### config.mk
export PLATFORM = sky130hd
export DESIGN_NAME = external_bus_wait_state_interface
export DESIGN_NICKNAME = d
export VERILOG_FILES = /design/src/pkg/ext_bus_pkg.sv /design/src/core/reset_filter.sv /design/src/core/external_bus_wait_state_interface.sv
export SDC_FILE = /design/constraint.sdc
export NUM_CORES = 1
export LEC_CHECK = 0
export ABC_AREA = 1
export BUFFER_PORTS_ARGS = -buffer_cell sky130_fd_sc_hd__buf_2
export CORE_MARGIN = 4
export CORE_UTILIZATION = 42
export CTS_BUF_LIST = sky130_fd_sc_hd__clkbuf_2 sky130_fd_sc_hd__clkbuf_4 sky130_fd_sc_hd__clkbuf_8
export DETAILED_ROUTE_END_ITERATION = 8
export GPL_ROUTABILITY_DRIVEN = 0
export PLACE_DENSITY = 0.76
export RECOVER_POWER = 25
export SETUP_SLACK_MARGIN = 0.1
export SLEW_MARGIN = 20
export SYNTH_ARGS = -nofsm -noshare
export SYNTH_HDL_FRONTEND = slang
export SYNTH_SLANG_ARGS = --single-unit
### constraint.sdc
create_clock -name ref_clk -period 2.13 [get_ports ref_clk]
set_clock_uncertainty 0.05 [all_clocks]
set_input_delay 0.213 -clock ref_clk [delete_from_list [all_inputs] [get_ports ref_clk]]
set_output_delay 0.213 -clock ref_clk [all_outputs]
set_load 0.01 [all_outputs]
### src/pkg/ext_bus_pkg.sv
// constants for the external bus interface with its wait-state generator
// assumes a single machine clock; the core drives one request at a time per kind
package ext_bus_pkg;
    localparam logic [15:0] WAIT_CFG_ADDR      = 16'hFFFF;
    localparam logic [15:0] WAIT_CFG_RESET     = 16'h000F;
    localparam int          PROG_WAIT_POS      = 0;
    localparam int          DATA_WAIT_POS      = 1;
    localparam int          IO_WAIT_POS        = 2;
    localparam int          TRACE_POS          = 3;
    localparam logic [15:0] WAIT_CFG_MASK      = 16'h000F;
    localparam int          RESET_MIN_CYCLES   = 6;
    localparam int          FETCH_DELAY_CYCLES = 16;
    localparam logic [4:0]  FETCH_DELAY        = 5'h10;
    localparam logic [2:0]  RESET_MIN          = 3'h6;

    typedef enum logic [1:0] {
        SPACE_PROG,
        SPACE_DATA,
        SPACE_IO
    } space_e;

    typedef enum logic [1:0] {
        OP_WRITE,
        OP_READ,
        OP_FETCH,
        OP_NONE
    } op_e;
endpackage

### src/core/reset_filter.sv
// reset combiner: either reset pin, held six cycles, starts an internal reset
// assumes both reset pins are sampled on ref_clk
module reset_filter
    import ext_bus_pkg::*;
(
    input  wire logic ref_clk,
    input  wire logic rst,
    input  wire logic reset_active_high,
    input  wire logic reset_active_low_n,
    output logic      core_reset,
    output logic      run_enable
);
    typedef struct packed {
        logic [2:0] held;
        logic [4:0] delay;
        logic       in_reset;
        logic       run;
    } filt_s;

    filt_s st;
    filt_s next_st;
    logic  req;

    always_comb begin
        next_st = st;
        req = reset_active_high | ~reset_active_low_n;
        if (req) begin
            if (st.held != RESET_MIN) begin
                next_st.held = st.held + 3'h1;
            end
            // a request shorter than six cycles is not guaranteed to reset
            if (st.held >= RESET_MIN - 3'h1) begin
                next_st.in_reset = 1'b1;
                next_st.run = 1'b0;
                next_st.delay = 5'h00;
            end
        end else begin
            next_st.held = 3'h0;
            next_st.in_reset = 1'b0;
            if (!st.run) begin
                if (st.delay == FETCH_DELAY - 5'h1) begin
                    next_st.run = 1'b1;
                end else begin
                    next_st.delay = st.delay + 5'h1;
                end
            end
        end
    end

    always_ff @(posedge ref_clk) begin
        if (rst) begin
            st <= '{held: 3'h0, delay: 5'h00, in_reset: 1'b1, run: 1'b0};
        end else begin
            st <= next_st;
        end
    end

    assign core_reset = st.in_reset | rst;
    assign run_enable = st.run;
endmodule

### src/core/external_bus_wait_state_interface.sv
// external memory and I/O bus sequencer with the one-wait-state generator
// assumes the core holds its request lines until the matching done pulse
// Functional notes
// - read_write_n shows read (1) or write (0) for every external cycle.
// - cycle_strobe_n frames every external cycle in any space.
// - read_strobe_n and write_enable_n active only in their own cycle type.
// - cycle stalls while ready is low, resumes once it is high.
// - global data access asserts bus request from the access start.
// - reads may take one cycle; writes always take at least two.
// - data drivers turn on and off half a cycle from neighbouring cycles.
// - waits are whole cycles from ready or generator; ready waits unbounded.
// - a set space bit inserts one wait that ready cannot cancel.
// - trace bit drives program address onto idle bus, adds no wait.
// - reset sets the four configuration bits to one.
// - configuration register lives at I/O address FFFF.
// - either reset polarity resets; hold it at least six cycles.
// - first fetch about sixteen cycles after reset release.
// - reset aborts any bus cycle immediately, writes included.
// - same-cycle write, read and fetch run write, read, fetch.
// - bits 0-3 program, data, I/O waits and trace; 15-4 read zero.
// - bus request is active low with address timing.
module external_bus_wait_state_interface
    import ext_bus_pkg::*;
(
    input  wire logic        ref_clk,
    input  wire logic        rst,
    input  wire logic        clk_en,
    input  wire logic        reset_active_high,
    input  wire logic        reset_active_low_n,
    input  wire logic        ready,
    input  wire logic        fetch_req,
    input  wire logic [15:0] fetch_addr,
    input  wire logic        read_req,
    input  wire logic        read_space_io,
    input  wire logic        read_global,
    input  wire logic [15:0] read_addr,
    input  wire logic        write_req,
    input  wire logic        write_space_io,
    input  wire logic        write_global,
    input  wire logic [15:0] write_addr,
    input  wire logic [15:0] write_data,
    input  wire logic [15:0] program_counter,
    input  wire logic [15:0] data_in,
    output logic             fetch_done,
    output logic             read_done,
    output logic             write_done,
    output logic [15:0]      read_data,
    output logic [15:0]      address,
    output logic [15:0]      data_out,
    output logic             data_oe,
    output logic             read_write_n,
    output logic             cycle_strobe_n,
    output logic             read_strobe_n,
    output logic             write_enable_n,
    output logic             global_bus_request_n,
    output logic             program_select_n,
    output logic             data_select_n,
    output logic             io_select_n,
    output logic             core_running
);
    typedef enum logic [1:0] {
        BUS_IDLE,
        BUS_ACCESS,
        BUS_GEN_WAIT,
        BUS_WRITE_TAIL
    } bus_e;

    typedef struct packed {
        bus_e        phase;
        op_e         op;
        space_e      space;
        logic        internal;
        logic [3:0]  wait_config;
        logic        fetch_done;
        logic        read_done;
        logic        write_done;
        logic [15:0] read_data;
        logic [15:0] address;
        logic [15:0] data_out;
        logic        data_oe;
        logic        read_write_n;
        logic        cycle_strobe_n;
        logic        read_strobe_n;
        logic        write_enable_n;
        logic        global_bus_request_n;
        logic        program_select_n;
        logic        data_select_n;
        logic        io_select_n;
        logic        core_running;
    } bus_s;

    bus_s st;
    bus_s next_st;
    logic core_reset;
    logic run_enable;

    reset_filter u_reset_filter (
        .ref_clk            (ref_clk),
        .rst                (rst),
        .reset_active_high  (reset_active_high),
        .reset_active_low_n (reset_active_low_n),
        .core_reset         (core_reset),
        .run_enable         (run_enable)
    );

    // wait-state enable bit for a given space
    function automatic logic space_wait(input logic [3:0] cfg, input space_e sp);
        unique case (sp)
            SPACE_PROG: space_wait = cfg[PROG_WAIT_POS];
            SPACE_DATA: space_wait = cfg[DATA_WAIT_POS];
            SPACE_IO:   space_wait = cfg[IO_WAIT_POS];
            default:    space_wait = 1'b0;
        endcase
    endfunction

    function automatic logic is_config(input logic io, input logic [15:0] addr);
        is_config = io && (addr == WAIT_CFG_ADDR);
    endfunction

    bus_s reset_value;
    always_comb begin
        reset_value = '0;
        reset_value.phase = BUS_IDLE;
        reset_value.op = OP_NONE;
        reset_value.space = SPACE_PROG;
        reset_value.wait_config = WAIT_CFG_RESET[3:0];
        reset_value.read_write_n = 1'b1;
        reset_value.cycle_strobe_n = 1'b1;
        reset_value.read_strobe_n = 1'b1;
        reset_value.write_enable_n = 1'b1;
        reset_value.global_bus_request_n = 1'b1;
        reset_value.program_select_n = 1'b1;
        reset_value.data_select_n = 1'b1;
        reset_value.io_select_n = 1'b1;
    end

    logic        do_finish;
    logic        glob;
    space_e      sp;
    logic [15:0] addr;
    always_comb begin
        next_st = st;
        next_st.fetch_done = 1'b0;
        next_st.read_done = 1'b0;
        next_st.write_done = 1'b0;
        next_st.core_running = run_enable;
        do_finish = 1'b0;
        glob = 1'b0;
        sp = SPACE_PROG;
        addr = 16'h0000;
        unique case (st.phase)
            BUS_IDLE: begin
                next_st.cycle_strobe_n = 1'b1;
                next_st.read_strobe_n = 1'b1;
                next_st.write_enable_n = 1'b1;
                next_st.read_write_n = 1'b1;
                next_st.global_bus_request_n = 1'b1;
                next_st.program_select_n = 1'b1;
                next_st.data_select_n = 1'b1;
                next_st.io_select_n = 1'b1;
                next_st.data_oe = 1'b0;
                next_st.op = OP_NONE;
                if (run_enable) begin
                    if (write_req) begin
                        next_st.op = OP_WRITE;
                        sp = write_space_io ? SPACE_IO : SPACE_DATA;
                        addr = write_addr;
                        glob = write_global & ~write_space_io;
                    end else if (read_req) begin
                        next_st.op = OP_READ;
                        sp = read_space_io ? SPACE_IO : SPACE_DATA;
                        addr = read_addr;
                        glob = read_global & ~read_space_io;
                    end else if (fetch_req) begin
                        next_st.op = OP_FETCH;
                        sp = SPACE_PROG;
                        addr = fetch_addr;
                    end
                end
                if (next_st.op != OP_NONE) begin
                    next_st.space = sp;
                    next_st.address = addr;
                    // config register is internal but still waits for ready
                    next_st.internal = is_config(sp == SPACE_IO, addr);
                    next_st.phase = BUS_ACCESS;
                    next_st.cycle_strobe_n = 1'b0;
                    next_st.read_write_n = (next_st.op != OP_WRITE);
                    next_st.read_strobe_n = (next_st.op == OP_WRITE);
                    next_st.global_bus_request_n = ~glob;
                    next_st.program_select_n = (sp != SPACE_PROG);
                    next_st.data_select_n = (sp != SPACE_DATA);
                    next_st.io_select_n = (sp != SPACE_IO);
                    if (next_st.op == OP_WRITE) begin
                        next_st.data_out = write_data;
                    end
                end else if (st.wait_config[TRACE_POS]) begin
                    next_st.address = program_counter;
                end
            end
            BUS_ACCESS: begin
                // write drivers and enable open one cycle late: half-cycle gap kept
                if (st.op == OP_WRITE) begin
                    next_st.data_oe = 1'b1;
                    next_st.write_enable_n = 1'b0;
                end
                if (space_wait(st.wait_config, st.space)) begin
                    next_st.phase = BUS_GEN_WAIT;
                end else if (ready) begin
                    if (st.op == OP_WRITE) begin
                        next_st.phase = BUS_WRITE_TAIL;
                    end else begin
                        do_finish = 1'b1;
                    end
                end
            end
            BUS_GEN_WAIT: begin
                if (ready) begin
                    if (st.op == OP_WRITE) begin
                        next_st.phase = BUS_WRITE_TAIL;
                    end else begin
                        do_finish = 1'b1;
                    end
                end
            end
            BUS_WRITE_TAIL: begin
                do_finish = 1'b1;
            end
            default: begin
                next_st.phase = BUS_IDLE;
            end
        endcase

        if (do_finish) begin
            next_st.phase = BUS_IDLE;
            next_st.cycle_strobe_n = 1'b1;
            next_st.read_strobe_n = 1'b1;
            next_st.write_enable_n = 1'b1;
            next_st.data_oe = 1'b0;
            next_st.global_bus_request_n = 1'b1;
            unique case (st.op)
                OP_WRITE: begin
                    next_st.write_done = 1'b1;
                    if (st.internal) begin
                        next_st.wait_config = st.data_out[3:0];
                    end
                end
                OP_READ: begin
                    next_st.read_done = 1'b1;
                    next_st.read_data = st.internal ?
                        ({12'h000, st.wait_config} & WAIT_CFG_MASK) : data_in;
                end
                OP_FETCH: begin
                    next_st.fetch_done = 1'b1;
                    next_st.read_data = data_in;
                end
                default: begin
                    next_st.phase = BUS_IDLE;
                end
            endcase
        end
    end

    always_ff @(posedge ref_clk) begin
        if (rst || core_reset) begin
            st <= reset_value;
        end else if (clk_en) begin
            st <= next_st;
        end
    end

    assign fetch_done           = st.fetch_done;
    assign read_done            = st.read_done;
    assign write_done           = st.write_done;
    assign read_data            = st.read_data;
    assign address              = st.address;
    assign data_out             = st.data_out;
    assign data_oe              = st.data_oe;
    assign read_write_n         = st.read_write_n;
    assign cycle_strobe_n       = st.cycle_strobe_n;
    assign read_strobe_n        = st.read_strobe_n;
    assign write_enable_n       = st.write_enable_n;
    assign global_bus_request_n = st.global_bus_request_n;
    assign program_select_n     = st.program_select_n;
    assign data_select_n        = st.data_select_n;
    assign io_select_n          = st.io_select_n;
    assign core_running         = st.core_running;
endmodule

# [Yosys cells after proc, flatten, opt, wreduce, memory -nomap -nowiden]
# Cells that the tools add are included.
[totals] out_inout_bits=61 input_bits=109 register_bits=82 wordCells=136
[classes] n_mux=56 order_cmp=1 n_eq_ne=19 n_reduce_logical=24 n_addsub=2 n_bitwise=9
[op_table] op="16-bit 2-to-1 mux" n=8
[op_table] op="2-bit 2-to-1 mux" n=16
[op_table] op="16-bit one-hot mux with 2 select lines" n=1
[op_table] op="19-bit 2-to-1 mux" n=1
[op_table] op="3-bit AND reduction" n=6
[op_table] op="1-bit 2-to-1 mux" n=17
[op_table] op="16-bit == test, second input constant" n=1
[op_table] op="7-bit 2-to-1 mux" n=2
[op_table] op="4-bit 2-to-1 mux" n=3
[op_table] op="2-bit == test, second input constant" n=5
[op_table] op="5-bit 2-to-1 mux" n=2
[op_table] op="2-bit nonzero test" n=5
[op_table] op="3-bit != test, second input constant" n=3
[op_table] op="2-bit logical NOT" n=4
[op_table] op="2-bit != test, second input constant" n=4
[op_table] op="4-bit AND reduction" n=2
[op_table] op="2-bit by 1-bit == test with 1-bit output, second input constant" n=3
[op_table] op="1-bit one-hot mux with 3 select lines" n=2
[op_table] op="2-bit one-hot mux with 3 select lines" n=1
[op_table] op="5-bit by 1-bit adder with 5-bit output, second input constant" n=1
[op_table] op="5-bit by 4-bit == test with 1-bit output, second input constant" n=1
[op_table] op="1-bit NOT" n=5
[op_table] op="2-bit by 1-bit != test with 1-bit output, second input constant" n=2
[op_table] op="1-bit one-hot mux with 2 select lines" n=2
[op_table] op="other kinds (11)" n=14

# [Longest topological paths before layout]
[logic_depth] word_depth=10 mapped_depth=14 ltp_nobuf=13

# [Hierarchy]
# A second synthesis with hierarchy kept.
[unflattened] cells_unflattened=690 hier_area_um2=4647.0
[modules_own_cells] mod="external_bus_wait_state_interface" area_each_um2=4113.9 seq_area_each_um2=1441.4 n_inst=1 cells_per_inst=620
[modules_own_cells] mod="reset_filter" area_each_um2=533.0 seq_area_each_um2=200.2 n_inst=1 cells_per_inst=70

# [Worst setup path after synthesis]
# No wires, ideal clock.
[synth_path] kind="in2reg" start="input port read_req" end="register st, in the netlist address[10]" t_required_ps=2006 arrival_time_ps=1928 path_stages=12 n_path_buf=4 slack_ps=78 cell_sequence="buf_6 -> nor2_4 -> buf_6 -> inv_1 -> a21oi_1 -> inv_1 -> ha_1 -> buf_2 -> clkinv_1 -> clkbuf_1 -> nand4_1 -> a31oi_1"
[synth_via] elab_chain_cells=7 word_cells_on_any_way=12
[synth_lines] item="from (decl)" line_no="external_bus_wait_state_interface.sv:33" text="input wire logic read_req,"
[synth_lines] item="2-bit 2-to-1 mux" line_no="external_bus_wait_state_interface.sv:169" text="end else if (read_req) begin"
[synth_lines] item="2-bit 2-to-1 mux" line_no="external_bus_wait_state_interface.sv:164" text="if (write_req) begin"
[synth_lines] item="2-bit 2-to-1 mux" line_no="external_bus_wait_state_interface.sv:163" text="if (run_enable) begin"
[synth_lines] item="2-bit 2-to-1 mux" line_no="external_bus_wait_state_interface.sv:151" text="unique case (st.phase)"
[synth_lines] item="2-bit != test" line_no="external_bus_wait_state_interface.sv:180" text="if (next_st.op != OP_NONE) begin"
[synth_lines] item="2-bit nonzero test (no line)"
[synth_lines] item="3-bit AND reduction (no line)"
[synth_lines] item="to (signal assigned)" line_no="external_bus_wait_state_interface.sv:265" text="st <= reset_value;"
[synth_lines] item="to (signal assigned)" line_no="external_bus_wait_state_interface.sv:267" text="st <= next_st;"
[synth_lines] item="to (decl)" line_no="external_bus_wait_state_interface.sv:92" text="bus_s st;"
# Parallel ways exist; a longest one is shown, timed or not. The select of a mux whose other input is x is not followed.
# A chain may end at the register's enable or synchronous reset.

# [Final worst setup path]
[layout_path] start="register st[68] (netlist bit)" end="register st, in the netlist read_data[9]"
[layout_via] elab_chain_cells=6 word_cells_on_any_way=10
[layout_lines] item="2-bit logical NOT" line_no="external_bus_wait_state_interface.sv:209, external_bus_wait_state_interface.sv:218"
[layout_lines] item="1-bit 2-to-1 mux" line_no="external_bus_wait_state_interface.sv:209, external_bus_wait_state_interface.sv:218"
[layout_lines] item="1-bit 2-to-1 mux" line_no="external_bus_wait_state_interface.sv:208" text="end else if (ready) begin"
[layout_lines] item="1-bit 2-to-1 mux" line_no="external_bus_wait_state_interface.sv:206" text="if (space_wait(st.wait_config, st.space)) begin"
[layout_lines] item="1-bit one-hot mux with 3 select lines" line_no="external_bus_wait_state_interface.sv:151"
[layout_lines] item="3-bit AND reduction (no line)"
# Parallel ways exist; a longest one is shown, timed or not.

==> summary.txt <==
Status
  – Outcome: finished clean

Cells and area
  – Net count, final: 892
  – P&R area growth vs syn: 18.8%
  – Share of cells above drive strength 1: 0.263
  – # diodes: 0
  – Most frequent cells in the layout: 136 x nand2_1, 134 x buf_2, 82 x dfxtp_1, 79 x nor2_1, 53 x o21ai_0
  – Commonest non-fill, non-tap cell in the layout: nand2_1
  – Fill count: 1093
  – Final core utilization: 0.515

Worst setup path
  – Crit Path Max Fanout: 7
  – Crit path max-delay family: simple AND/OR/NAND/NOR gates
  – CP endpoint kind: register
  – CP max stage cell: dfxtp_1
  – CP Buf/Inv Count: 4
  – Crit path required time: 2.36 ns
  – Max incr delay on CP: 0.34 ns
  – Critical Path, Cell by Cell: inv_1, ha_1, inv_2, nand2_2, nor2_1, nand3_1, nand2_2, nand2_4, nor2_8, buf_4, buf_4, nand3_1, a21oi_1
  – CP Launch Type: register
  – Critical path class: register to register
  – Critical path arrival: 2.15 ns

Clock network
  – CTS tree: done
  – Worst-path clk slew: 0.08 ns
  – # hold bufs at CTS: 0
  – # clock sinks: 82
  – Clock root buffer: clkbuf_8
  – CTS max path bufs: 2
  – H-tree depth: 3
  – Clock insertion delay at the later pin of the skew report: 0.35 ns
  – Num CTS Buffers: 9

Drt
  – WL final: 12300 um
  – Vias: 4514
  – Via/cell ratio: 4.97
  – Initial DRC Count: 370
  – First-pass DRT Iterations: 5
  – # DRC: 0
  – Routed wire length per instance: 13.5 um
  – DRT antenna net count: 0

Global routing
  – First-pass GRT wire length: 19900 um
  – Total Routing Usage GR: 0.194
  – Grt total ovfl: 0
  – Initial antenna violation count: 0
  – Number of global-route vias before repair: 4153
  – Largest net degree at the start of global routing: 55

Yosys
  – Synth Cell Area: 4510 um^2
  – Seq/Total Area, Yosys: 0.364
  – Ranking of synthesized cells by area: dfxtp_1 36%, nand2_1 11%, buf_4 8.3%
  – Yosys top cell area share: 0.364
  – Count of different cell masters after synthesis: 32
  – Post-Synth Simple-Gate Area: 0.287
  – Post-synthesis compound-gate area fraction: 0.152
  – XOR/XNOR Fraction of Synth Area: 0.00194
  – Mux contribution to synthesized area: 0
  – #FFs+latches synth: 82
  – Leading area contributor after synthesis: dfxtp_1
  – Syn_nets: 765
  – Post-Syn Instances: 642
  – Yosys Warn Count: 0
  – Synth Area per Inst: 7.03 um^2
  – Largest family of logic cells by synthesized area: simple AND/OR/NAND/NOR gates
  – Post-synthesis adder-cell area fraction: 0.0388

Floorplan
  – Area of the die: 12500 um^2
  – Core Region: 10400 um^2
  – IO Pins: 170
  – Chip Height: 112 um
  – Row count: 37
  – Starting Density: 0.433
  – Die W: 112 um

Timing
  – # setup viols final: 0
  – RSZ-0062 raised after global routing: false
  – Worst rel slew slack: 0.658
  – Tcrit/Tclk final: 0.900
  – Highest clock rate: 0.521 GHz
  – Hold Fails Final Rpt: 0
  – Min Tclk post-route: 1.92 ns
  – Fin worst setup slack: 0.212 ns
  – Final Max Tran Viols: 0
  – Worst-margin pin slew: 0.510 ns
  – TNS Setup: 0 ns

Power
  – Leak: 2.41 nW
  – NetSw: 732 uW
  – Clock share of power: 0.369
  – Sw frac: 0.249
  – Combinational power share: 0.101
  – Peak supply drop: 0.513 mV
  – Reg power frac: 0.530
  – Power Density: 549 nW/um^2
  – Total power: 2.94 mW
  – Int Power: 2.21 mW

Placed design
  – # port buffers: 169
  – HPWL Detailed: 9170 um
  – Worst slack, placed: 0.181 ns

Worst hold path
  – HP Class: primary input to register

Run
  – Total of max-cap violations: 0
## synthesized netlist by cell type, drive strengths merged
library cell and n:
xor2 1, o22ai 3, buf 64, inv 40, o21bai 2, a21oi 50, or2 11, nand4 15
dfxtp 82, and3 1, nand2 141, clkinv 4, nor4 1, nor2 85, nor3 1, ha 14
nand3 41, o211ai 3, a21boi 1, a31oi 16, clkbuf 12, o21ai 54
## kinds of logic after synthesis
| logic type | after synthesis |
|---|---|
| simple gates | 296 |
| xor+xnor | 1 |
| buf+inv | 120 |
| compound gates | 129 |
| fa+ha+maj | 14 |
| flops | 82 |
## per-stage QoR
step	hold slack [ns]	std cells	cell area, um^2
CTS	0.0307	903	5340
floorplan	0.232	642	4520
global placement	0.392	889	5150
global route	0.0466	908	5360
detailed placement	0.394	889	5150
finish	0.0545	908	5360
## sequential cells by signal, indices dropped and copies added (netlist names)
signal                     count
address                       16
data_out                      16
read_data                     16
st                            11
u_reset_filter.st              9
core_running                   1
cycle_strobe_n                 1
data_oe                        1
data_select_n                  1
fetch_done                     1
global_bus_request_n           1
io_select_n                    1
program_select_n               1
read_done                      1
read_strobe_n                  1
read_write_n                   1
u_reset_filter.run_enable      1
write_done                     1
write_enable_n                 1
## power groups by stage
stage	Sequential [mW]	Combinational (mW)	Clock [mW]
6_report	1.56	0.298	1.09
5_1_grt	1.56	0.338	1.19
4_1_cts	1.56	0.298	1.13
3_5_place_dp	1.60	0.296	0
3_3_place_gp	1.59	0.294	0
2_1_floorplan	1.59	0.162	0
## final cells by class
cell class / instances / area [um^2] / share of cell area
flip-flops and latches: 82 / 1640 / 0.306
multi-input cells: 440 / 2200 / 0.409
well taps: 136 / 170 / 0.0317
clock buffers: 9 / 124 / 0.0231
clock inverters: 5 / 57.6 / 0.0107
repair buffers: 192 / 1010 / 0.188
inverters: 44 / 168 / 0.0313
## worst register-to-register path, stage by stage, from the launching register on
cell and delay [ns]:
dfxtp_1 0.34, inv_1 0.07, ha_1 0.22, inv_2 0.07, nand2_2 0.05, nor2_1 0.09
nand3_1 0.13, nand2_2 0.12, nand2_4 0.10, nor2_8 0.20, buf_4 0.15, buf_4 0.09
nand3_1 0.05, a21oi_1 0.12
## repair_timing
action,4_1_cts,5_1_grt
endpoints found under the setup margin,0,43
resized for setup,0,11
buffers inserted,0,5
## final timing paths
check / endpoint / slack, ns / startpoint / depth (start not counted)
max: read_data[9] / 0.21 / st[68] / 13
min: data_out[0] / 0.05 / write_data[0] / 3
max reg2reg: read_data[9] / 0.21 / st[68] / 13
min reg2reg: st[61] / 0.41 / st[61] / 2
## layer usage
layer / vias up / wire [um] / track usage
met1: 2010 / 5400 / 0.258
met2: 172 / 5680 / 0.307
met3: 15 / 988 / 0.0533
li1: 2317 / - / -
met4: 0 / 191 / 0.0592
met5: - / 0 / 0
No activity file was read; power rests on OpenSTA's default activity.
